--- src/shared/rcss_params.svh ---
`ifndef RCSS_PARAMS_SVH
`define RCSS_PARAMS_SVH

// System clock
`define RCSS_CLK_PERIOD_NS 25

// Oscillator start-up delay allowances and PLL lock interval
`define RCSS_TOSCD_FAST_RC_NS 1100
`define RCSS_TOSCD_LOW_RC_NS 70000
`define RCSS_TOSCD_XTAL_NS 1100
`define RCSS_TLOCK_NS 1500000

// Start-up timer length in oscillator periods
`define RCSS_OST_PERIODS 1024
`define RCSS_OST_W 11

// Delay timer width
`define RCSS_TIMER_W 16

// Clock select codes (three-bit field)
`define RCSS_SEL_FAST_RC 3'h0
`define RCSS_SEL_FAST_RC_PLL 3'h1
`define RCSS_SEL_PRI 3'h2
`define RCSS_SEL_PRIPLL 3'h3
`define RCSS_SEL_LOW_RC 3'h5
`define RCSS_SEL_FAST_RC_DIV16 3'h6
`define RCSS_SEL_FAST_RC_DIVN 3'h7

// Primary oscillator modes
`define RCSS_PRI_EXT_CLK 2'h0
`define RCSS_PRI_CRYSTAL 2'h1
`define RCSS_PRI_FAST_CRYSTAL 2'h2

// Current oscillator select field in the oscillator control register
`define RCSS_CUR_SEL_MSB 14
`define RCSS_CUR_SEL_LSB 12

// Number of asynchronous warm reset pins
`define RCSS_WARM_SRC_N 3

`endif

--- src/shared/rcss_pkg.sv ---
`include "rcss_params.svh"

package rcss_pkg;

  // Sequencer phases
  typedef enum logic [2:0] {
    RCSS_ST_HOLD,
    RCSS_ST_OSCD,
    RCSS_ST_OST,
    RCSS_ST_LOCK,
    RCSS_ST_RUN
  } rcss_state_t;

  // Asynchronous pins, synchronised as one bundle
  typedef struct packed {
    logic por;
    logic brownout;
    logic supply_ok;
    logic osc_clk;
    logic [`RCSS_WARM_SRC_N-1:0] warm;
  } rcss_pins_t;

  // Oscillator configuration word fields
  typedef struct packed {
    logic [2:0] reset_clock_select_bits;
    logic [1:0] primary_mode;
  } rcss_clk_cfg_t;

  // Delay components that a mode needs
  typedef struct packed {
    logic oscd;
    logic ost;
    logic lock;
  } rcss_phases_t;

  // Sequencer state
  typedef struct packed {
    rcss_state_t st;
    logic cold;
    logic warm;
    rcss_clk_cfg_t act;
    logic [2:0] cur_sel;
    logic [15:0] ctrl_img;
    logic hold;
    logic osc_en;
    logic pll_en;
    logic osc_prev;
  } rcss_seq_state_t;

endpackage

--- src/rcss_sync.sv ---
`timescale 1ns/1ps

module rcss_sync #(
  parameter int W = 1
) (
  // Clock and reset
  input wire logic clk,
  input wire logic rst_b,
  // Asynchronous input and synchronised output
  input wire logic [W-1:0] d,
  output logic [W-1:0] q
);
  import rcss_pkg::*;

  typedef struct packed {
    logic [W-1:0] meta;
    logic [W-1:0] stable;
  } rcss_sync_state_t;

  rcss_sync_state_t s_reg;
  rcss_sync_state_t s_next;

  // First stage feeds only the second stage
  always_comb begin
    s_next.meta = d;
    s_next.stable = s_reg.meta;
  end

  always_ff @(posedge clk) begin
    if (!rst_b) begin
      s_reg <= '0;
    end else begin
      s_reg <= s_next;
    end
  end

  assign q = s_reg.stable;
endmodule

--- src/rcss_timer.sv ---
`timescale 1ns/1ps

module rcss_timer #(
  parameter int W = 16
) (
  // Clock and reset
  input wire logic clk,
  input wire logic rst_b,
  // Control
  input wire logic load,
  input wire logic [W-1:0] load_value,
  input wire logic tick,
  // Status
  output logic zero
);
  import rcss_pkg::*;

  typedef struct packed {
    logic [W-1:0] cnt;
  } rcss_timer_state_t;

  rcss_timer_state_t s_reg;
  rcss_timer_state_t s_next;

  // Load wins over a tick in the same cycle; count stops at zero
  always_comb begin
    s_next = s_reg;
    if (load) begin
      s_next.cnt = load_value;
    end else if (tick && (s_reg.cnt != '0)) begin
      s_next.cnt = s_reg.cnt - 1'b1;
    end
  end

  always_ff @(posedge clk) begin
    if (!rst_b) begin
      s_reg <= '0;
    end else begin
      s_reg <= s_next;
    end
  end

  assign zero = (s_reg.cnt == '0);
endmodule

--- src/rcss_seq.sv ---
`timescale 1ns/1ps
`include "rcss_params.svh"

module rcss_seq #(
  parameter int PLL_LOCK_CYCLES = `RCSS_TLOCK_NS / `RCSS_CLK_PERIOD_NS
) (
  // Clock and reset
  input wire logic clk,
  input wire logic rst_b,
  // Supply supervisors and reset pins (asynchronous)
  input wire logic por_detect,
  input wire logic brownout_detect,
  input wire logic supply_stable,
  input wire logic [`RCSS_WARM_SRC_N-1:0] warm_reset_pins,
  // Oscillator clock, sampled as a plain input
  input wire logic osc_clk_in,
  // Nonvolatile oscillator configuration word
  input wire rcss_pkg::rcss_clk_cfg_t oscillator_config_word,
  // Core side, same clock
  input wire logic sw_reset_instr,
  input wire logic clock_switch_req,
  input wire logic [2:0] clock_switch_sel,
  // Reset and clock status
  output logic device_reset_hold,
  output logic cold_reset_flag,
  output logic warm_reset_flag,
  output logic [2:0] active_clock_sel,
  output logic [2:0] current_oscillator_select,
  output logic [15:0] oscillator_control_register,
  output logic osc_enable,
  output logic pll_enable
);
  import rcss_pkg::*;

  localparam int TW = `RCSS_TIMER_W;
  localparam int OW = `RCSS_OST_W;
  localparam logic [TW-1:0] OSCD_FAST_RC_CNT = TW'(`RCSS_TOSCD_FAST_RC_NS / `RCSS_CLK_PERIOD_NS);
  localparam logic [TW-1:0] OSCD_LOW_RC_CNT = TW'(`RCSS_TOSCD_LOW_RC_NS / `RCSS_CLK_PERIOD_NS);
  localparam logic [TW-1:0] OSCD_XTAL_CNT = TW'(`RCSS_TOSCD_XTAL_NS / `RCSS_CLK_PERIOD_NS);
  localparam logic [TW-1:0] LOCK_CNT = TW'(PLL_LOCK_CYCLES);
  localparam logic [OW-1:0] OST_CNT = OW'(`RCSS_OST_PERIODS);

  rcss_seq_state_t s_reg;
  rcss_seq_state_t s_next;
  rcss_pins_t pins_s;
  rcss_clk_cfg_t act;
  logic cold_evt;
  logic warm_evt;
  logic osc_tick;
  logic dly_load;
  logic [TW-1:0] dly_value;
  logic dly_zero;
  logic ost_load;
  logic ost_zero;

  // Delay parts per oscillator mode
  function automatic rcss_phases_t mode_phases(input rcss_clk_cfg_t c);
    rcss_phases_t p;
    logic xtal;
    xtal = (c.primary_mode == `RCSS_PRI_CRYSTAL) || (c.primary_mode == `RCSS_PRI_FAST_CRYSTAL);
    p = '{oscd: 1'b1, ost: 1'b0, lock: 1'b0};
    case (c.reset_clock_select_bits)
      `RCSS_SEL_FAST_RC_PLL: p.lock = 1'b1;
      `RCSS_SEL_PRI: begin
        p.oscd = xtal;
        p.ost = xtal;
      end
      `RCSS_SEL_PRIPLL: begin
        p.oscd = xtal;
        p.ost = xtal;
        p.lock = 1'b1;
      end
      default: p.lock = 1'b0;
    endcase
    return p;
  endfunction

  // Start-up delay allowance for the selected source
  function automatic logic [TW-1:0] oscd_cycles(input logic [2:0] sel);
    if (sel == `RCSS_SEL_LOW_RC) begin
      return OSCD_LOW_RC_CNT;
    end else if ((sel == `RCSS_SEL_PRI) || (sel == `RCSS_SEL_PRIPLL)) begin
      return OSCD_XTAL_CNT;
    end else begin
      return OSCD_FAST_RC_CNT;
    end
  endfunction

  // First phase still owed after the given one
  function automatic rcss_state_t phase_after(input rcss_state_t cur,
                                              input rcss_phases_t p);
    rcss_state_t nxt;
    nxt = RCSS_ST_RUN;
    if ((cur == RCSS_ST_HOLD) && p.oscd) begin
      nxt = RCSS_ST_OSCD;
    end else if (((cur == RCSS_ST_HOLD) || (cur == RCSS_ST_OSCD)) && p.ost) begin
      nxt = RCSS_ST_OST;
    end else if ((cur != RCSS_ST_LOCK) && p.lock) begin
      nxt = RCSS_ST_LOCK;
    end
    return nxt;
  endfunction

  // All pins pass two flops before any logic sees them
  rcss_sync #(
    .W($bits(rcss_pins_t))
  ) u_sync (
    .clk(clk),
    .rst_b(rst_b),
    .d({por_detect, brownout_detect, supply_stable, osc_clk_in, warm_reset_pins}),
    .q(pins_s)
  );

  // Cycle timer for start-up delay and PLL lock
  rcss_timer #(
    .W(TW)
  ) u_dly (
    .clk(clk),
    .rst_b(rst_b),
    .load(dly_load),
    .load_value(dly_value),
    .tick(1'b1),
    .zero(dly_zero)
  );

  // Oscillator period counter; oscillator must run below half of clk
  rcss_timer #(
    .W(OW)
  ) u_ost (
    .clk(clk),
    .rst_b(rst_b),
    .load(ost_load),
    .load_value(OST_CNT),
    .tick(osc_tick),
    .zero(ost_zero)
  );

  // Reset source classification
  assign cold_evt = pins_s.por | pins_s.brownout;
  assign warm_evt = (|pins_s.warm) | sw_reset_instr;
  assign osc_tick = pins_s.osc_clk & ~s_reg.osc_prev;
  assign act = '{reset_clock_select_bits: s_reg.cold ?
                   oscillator_config_word.reset_clock_select_bits :
                   s_reg.cur_sel,
                 primary_mode: oscillator_config_word.primary_mode};

  // Next state; a new reset restarts the sequence from any phase
  always_comb begin
    s_next = s_reg;
    dly_load = 1'b0;
    dly_value = '0;
    ost_load = 1'b0;
    s_next.osc_prev = pins_s.osc_clk;
    if (cold_evt) begin
      // Cold source always outranks a simultaneous warm one
      s_next.st = RCSS_ST_HOLD;
      s_next.cold = 1'b1;
      s_next.warm = 1'b0;
      s_next.osc_en = 1'b0;
      s_next.pll_en = 1'b0;
    end else if (warm_evt) begin
      s_next.st = RCSS_ST_HOLD;
      // A warm reset during a cold sequence does not downgrade it
      if (s_reg.st == RCSS_ST_RUN) begin
        s_next.cold = 1'b0;
        s_next.warm = 1'b1;
      end
    end else begin
      case (s_reg.st)
        RCSS_ST_HOLD: begin
          if (pins_s.supply_ok) begin
            s_next.act = act;
            s_next.cur_sel = act.reset_clock_select_bits;
            s_next.osc_en = 1'b1;
            s_next.pll_en = mode_phases(act).lock;
            s_next.st = phase_after(RCSS_ST_HOLD, mode_phases(act));
          end
        end
        RCSS_ST_OSCD: begin
          if (dly_zero) begin
            s_next.st = phase_after(RCSS_ST_OSCD, mode_phases(s_reg.act));
          end
        end
        RCSS_ST_OST: begin
          if (ost_zero) begin
            s_next.st = phase_after(RCSS_ST_OST, mode_phases(s_reg.act));
          end
        end
        RCSS_ST_LOCK: begin
          if (dly_zero) begin
            s_next.st = RCSS_ST_RUN;
          end
        end
        RCSS_ST_RUN: begin
          if (clock_switch_req) begin
            s_next.cur_sel = clock_switch_sel;
          end
        end
        default: s_next.st = RCSS_ST_HOLD;
      endcase
    end
    // Arm the timer of the phase being entered
    if (s_next.st != s_reg.st) begin
      case (s_next.st)
        RCSS_ST_OSCD: begin
          dly_load = 1'b1;
          dly_value = oscd_cycles(s_next.act.reset_clock_select_bits);
        end
        RCSS_ST_OST: ost_load = 1'b1;
        RCSS_ST_LOCK: begin
          dly_load = 1'b1;
          dly_value = LOCK_CNT;
        end
        default: dly_load = 1'b0;
      endcase
    end
    // Release only once every owed phase is done
    s_next.hold = (s_next.st != RCSS_ST_RUN);
    s_next.ctrl_img = '0;
    s_next.ctrl_img[`RCSS_CUR_SEL_MSB:`RCSS_CUR_SEL_LSB] = s_next.cur_sel;
  end

  // Reset starts as a cold sequence so config bits pick the clock
  always_ff @(posedge clk) begin
    if (!rst_b) begin
      s_reg <= '{st: RCSS_ST_HOLD, cold: 1'b1, hold: 1'b1, default: '0};
    end else begin
      s_reg <= s_next;
    end
  end

  // Outputs straight from the state flops
  assign device_reset_hold = s_reg.hold;
  assign cold_reset_flag = s_reg.cold;
  assign warm_reset_flag = s_reg.warm;
  assign active_clock_sel = s_reg.act.reset_clock_select_bits;
  assign current_oscillator_select = s_reg.cur_sel;
  assign oscillator_control_register = s_reg.ctrl_img;
  assign osc_enable = s_reg.osc_en;
  assign pll_enable = s_reg.pll_en;

  // Checker helpers: cycles and oscillator edges spent in a phase
  logic [TW-1:0] ph_cnt;
  logic [OW:0] ost_edges;
  logic leave_ok;
  assign leave_ok = (s_next.st != s_reg.st) && (s_next.st != RCSS_ST_HOLD);

  always_ff @(posedge clk) begin
    if (!rst_b || (s_next.st != s_reg.st)) begin
      ph_cnt <= '0;
      ost_edges <= '0;
    end else begin
      ph_cnt <= ph_cnt + 1'b1;
      ost_edges <= ost_edges + {{OW{1'b0}}, osc_tick};
    end
  end

  AST_CLASS_ONEHOT: assert property (@(posedge clk) disable iff (!rst_b)
    $onehot({s_reg.cold, s_reg.warm}))
    else $error("reset class is not exactly one of cold and warm");

  AST_COLD_SRC: assert property (@(posedge clk) disable iff (!rst_b)
    (pins_s.por || pins_s.brownout) |=> (s_reg.cold && s_reg.hold && s_reg.st == RCSS_ST_HOLD))
    else $error("detector reset not taken as cold");

  AST_COLD_SEL: assert property (@(posedge clk) disable iff (!rst_b)
    (leave_ok && s_reg.st == RCSS_ST_HOLD && s_reg.cold) |=>
    (active_clock_sel == $past(oscillator_config_word.reset_clock_select_bits)))
    else $error("cold reset did not use config clock select");

  AST_WARM_SRC: assert property (@(posedge clk) disable iff (!rst_b)
    (!cold_evt && warm_evt && s_reg.st == RCSS_ST_RUN) |=>
    (s_reg.warm && !s_reg.cold && s_reg.hold))
    else $error("warm source not taken as warm reset");

  AST_WARM_SEL: assert property (@(posedge clk) disable iff (!rst_b)
    (leave_ok && s_reg.st == RCSS_ST_HOLD && s_reg.warm) |=>
    (active_clock_sel == $past(s_reg.cur_sel)) &&
    (oscillator_control_register[`RCSS_CUR_SEL_MSB:`RCSS_CUR_SEL_LSB] == $past(s_reg.cur_sel)))
    else $error("warm reset changed the clock source");

  AST_HOLD_SUPPLY: assert property (@(posedge clk) disable iff (!rst_b)
    (s_reg.st == RCSS_ST_HOLD && !pins_s.supply_ok) |=> s_reg.hold ##0
    (s_reg.st == RCSS_ST_HOLD))
    else $error("left reset hold without stable supply");

  AST_RELEASE_LAST: assert property (@(posedge clk) disable iff (!rst_b)
    $fell(s_reg.hold) |-> $past(pins_s.supply_ok || s_reg.st != RCSS_ST_HOLD) &&
    $past((s_reg.st == RCSS_ST_HOLD) || ((s_reg.st == RCSS_ST_OST) ? ost_zero : dly_zero)))
    else $error("reset released before clock ready");

  AST_OST_COUNT: assert property (@(posedge clk) disable iff (!rst_b)
    (leave_ok && s_reg.st == RCSS_ST_OST) |-> (ost_edges == `RCSS_OST_PERIODS))
    else $error("start-up timer did not count the oscillator periods");

  AST_OSCD_TIME: assert property (@(posedge clk) disable iff (!rst_b)
    (leave_ok && s_reg.st == RCSS_ST_OSCD) |->
    (ph_cnt == oscd_cycles(s_reg.act.reset_clock_select_bits)))
    else $error("start-up delay length wrong");

  AST_LOCK_TIME: assert property (@(posedge clk) disable iff (!rst_b)
    (leave_ok && s_reg.st == RCSS_ST_LOCK) |-> (ph_cnt == LOCK_CNT))
    else $error("PLL lock interval length wrong");

  AST_XTAL_PLL_PATH: assert property (@(posedge clk) disable iff (!rst_b)
    (leave_ok && s_reg.st == RCSS_ST_OST &&
     s_reg.act.reset_clock_select_bits == `RCSS_SEL_PRIPLL) |=> (s_reg.st == RCSS_ST_LOCK))
    else $error("crystal PLL mode skipped lock after timer");

  AST_EXT_DIRECT: assert property (@(posedge clk) disable iff (!rst_b)
    (leave_ok && s_reg.st == RCSS_ST_HOLD && mode_phases(act) == 3'b000) |=>
    (s_reg.st == RCSS_ST_RUN) ##0 !device_reset_hold)
    else $error("external clock mode did not release at once");

  AST_FIRST_PHASE: assert property (@(posedge clk) disable iff (!rst_b)
    (leave_ok && s_reg.st == RCSS_ST_HOLD && mode_phases(act) == 3'b001) |=>
    (s_reg.st == RCSS_ST_LOCK))
    else $error("lock-only mode entered the wrong phase");
endmodule

--- config.mk ---
export PLATFORM = sky130hd
export DESIGN_NAME = rcss_seq
export DESIGN_NICKNAME = d
export VERILOG_FILES = /design/src/shared/rcss_pkg.sv /design/src/rcss_sync.sv /design/src/rcss_timer.sv /design/src/rcss_seq.sv
export VERILOG_INCLUDE_DIRS = /design/src /design/src/shared
export SDC_FILE = /design/constraint.sdc
export NUM_CORES = 1
export LEC_CHECK = 0
export BUFFER_PORTS_ARGS = -buffer_cell sky130_fd_sc_hd__buf_2
export CAP_MARGIN = 20
export CORE_ASPECT_RATIO = 0.8
export CORE_MARGIN = 4
export CORE_UTILIZATION = 45
export CTS_CLUSTER_DIAMETER = 120
export DETAILED_ROUTE_END_ITERATION = 12
export PLACE_DENSITY = 0.68
export SLEW_MARGIN = 20
export SYNTH_ARGS = -nofsm -noshare
export SYNTH_HDL_FRONTEND = slang
export SYNTH_HIERARCHICAL = 1
export SYNTH_SLANG_ARGS = --single-unit
--- constraint.sdc ---
create_clock -name clk -period 3.2 [get_ports clk]
set_input_delay 0.16 -clock clk [delete_from_list [all_inputs] [get_ports clk]]
set_output_delay 0.16 -clock clk [all_outputs]
set_load 0.01 [all_outputs]
==> metrics.cfg <==
[status]
status = completed

[sta]
setup_viol = 0
min_period_ns = 2.90
worst_pin_slew_ns = 0.745
hold_violations = 0
drv_slew = 0
maxClockFrequency_ghz = 0.345
setup_ws_ns = 0.299
slew-limit-headroom_pct = 50.3
fin_setup_tns_ns = 0
fin_crit_sh_pct = 90.7
rsz0062_at_grt = false
finalClockSkew_ns = 0.0103
hold_ws_ns = 0.0227

[critical_path]
startpoint = u_ost/s_reg[2]
crit_fanout = 19
cp_slowest_cell = or4_1
start_kind = flip-flop
crit_required_ns = 3.42
cp-end-kind = flip-flop
critPathKind = reg -> reg
crit_path_max_incr_delay_ns = 0.70
crit_chain = or4_1 > nor3_2 > nand2b_1 > o32ai_1 > a211oi_2 > nor2_4 > inv_1 > buf_4 > o21ai_0 > a21oi_1
arrival_ns = 3.12
reg2reg_from = u_ost/s_reg[2]

[logic_synthesis]
yosys.area.top_type = dfxtp_1
ys_seq_area_share_pct = 36.3
synth_common_cells = dfxtp_1 (58), a21oi_1 (28), o21ai_0 (27)
ys_warn_count = 6
ys.flop_type = dfxtp_1
synthCells = 362
synth_edf_count = 0
avgSynthCellArea_um2 = 8.82
ys_ff_latch = 58
yosysTopAreaCellShare_pct = 36.3
syn-cell-area_um2 = 3190
synthTopCellsByArea = dfxtp_1 (36%), buf_4 (5.4%), a21oi_1 (4.4%)
synthArstFlopShare_pct = 0
synth_most_common_cell = dfxtp_1
ys_types = 68

[clocking]
cts_root_buf = clkbuf_8
clk_pin_slew_ns = 0.07
numCtsBuffers = 9
cts_max_level = 3
cts_tree = yes
cts_buffer_depth = 2
cts_sinks = 58
clk_latency_ns = 0.34

[die]
core_um2 = 6890
die-area_um2 = 8520
pin_count = 46
die_h_um = 83.4
start_util_pct = 46.4
core.rowCount = 27
die_w_um = 102

[route]
drtIter0Drc = 148
wl_per_cell_um = 13.2
drt_pass1_iterations = 4
ant_nets = 0
routed_wl_um = 6630
viasPerCell = 5.18
drc = 0
via_count = 2597

[pwr]
peakVddDrop_uv = 298
seq_power_share_pct = 38.1
power.share.clock_pct = 31.3
p_int_mw = 1.62
p_per_area_nw_per_um2 = 674
power.leakage_nw = 1.52
p_total_mw = 2.44
p_comb_share_pct = 30.6
p_sw_share_pct = 33.7
power_switching_uw = 821

[placed_design]
place_congestion = 0.884
io_buffers = 32
dpl-instance-area_um2 = 3370
dp_cells = 484
place_hpwl_um = 4600
dp_slack_ns = 0.169

[final_layout]
design_area_um2 = 3620
fin_nets = 430
antenna_cells = 0
instances_no_fill = 501
largest_reg_flops = 16
area_growth_pct = 13.3
fin_util_pct = 52.5
drive_gt1_share_pct = 20.5

[global_route]
grt-ovfl-total = 0
track_usage_pct = 16.1
grt_pass1_vias = 2256
grt_pass1_wl_um = 11000
antenna_found_initial = 0
grt_max_degree = 51

[min_path]
hp-start = warm_reset_pins[0]
hp-class = in -> reg

[run]
drv_cap = 0

## cell families after synthesis
group	share of synthesized area [%]
simple gates	25.8
compound gates	18.6
flops	36.3
buf+inv	9.28
xor+xnor	4.66
mux	4.23
fa+ha+maj	0.783
other cells	0.235
## power groups by stage
stage / clock network [mW] / logic [mW] / registers, mW
global route: 0.812 / 0.837 / 0.940
CTS: 0.788 / 0.746 / 0.927
global placement: 0 / 0.732 / 0.937
detailed placement: 0 / 0.740 / 0.943
floorplan: 0 / 0.634 / 0.916
finish: 0.763 / 0.747 / 0.928
## repair_timing
action | CTS | global route
setup buffers | 0 | 0
hold buffers | 1 | 0
endpoints found under the hold margin | 1 | 0
resized for setup | 0 | 3
endpoints found under the setup margin | 0 | 14
## path summary, 6_finish.rpt
check                endpoint  slack [ns]  cells past startpoint
max reg2reg    u_dly/s_reg[7]        0.30                     10
max            u_dly/s_reg[7]        0.30                     10
min          u_sync/s_next[0]        0.02                      2
min reg2reg       u_sync/q[3]        0.44                      1
## cells in the final DEF, fill, tap and decap left out, types with 4 or more instances in the layout
| cell type | count |
|---|---|
| nor3_1 | 10 |
| and2_1 | 5 |
| clkbuf_8 | 9 |
| nand2_1 | 20 |
| nor3b_1 | 4 |
| nand2b_1 | 4 |
| buf_4 | 4 |
| or3_1 | 4 |
| nor4_1 | 4 |
| xnor2_1 | 14 |
| and2_2 | 10 |
| o21ai_0 | 27 |
| nor2b_1 | 8 |
| nor2_1 | 21 |
| buf_2 | 32 |
| dfxtp_1 | 58 |
| conb_1 | 37 |
| nand3_1 | 11 |
| mux2i_1 | 9 |
| a21oi_1 | 28 |
| o211a_1 | 5 |
| inv_1 | 10 |
| mux2_2 | 4 |
## worst max-delay path, delay by kind of cell, from the launching register on
kind / cells / cell delay (ns)
compound gates: 4 / 0.76
buf+inv: 2 / 0.27
flops: 1 / 0.38
simple gates: 4 / 1.36
## routing by layer
metal,global-route usage (%),wire length [µm],up-vias
met5,0,0,-
met4,5.72,95,0
met3,5.12,332,8
met2,22.3,2810,57
met1,23.2,3390,1184
li1,-,-,1348
## cell type report
type | count | area, µm²
tap | 87 | 109
inverter | 11 | 41.3
clock inverter | 7 | 103
timing repair buffer | 37 | 200
multi-input combinational | 292 | 1880
clock buffer | 9 | 124
fill | 650 | 3270
sequential | 58 | 1160
Power figures use the tool's default switching activity.
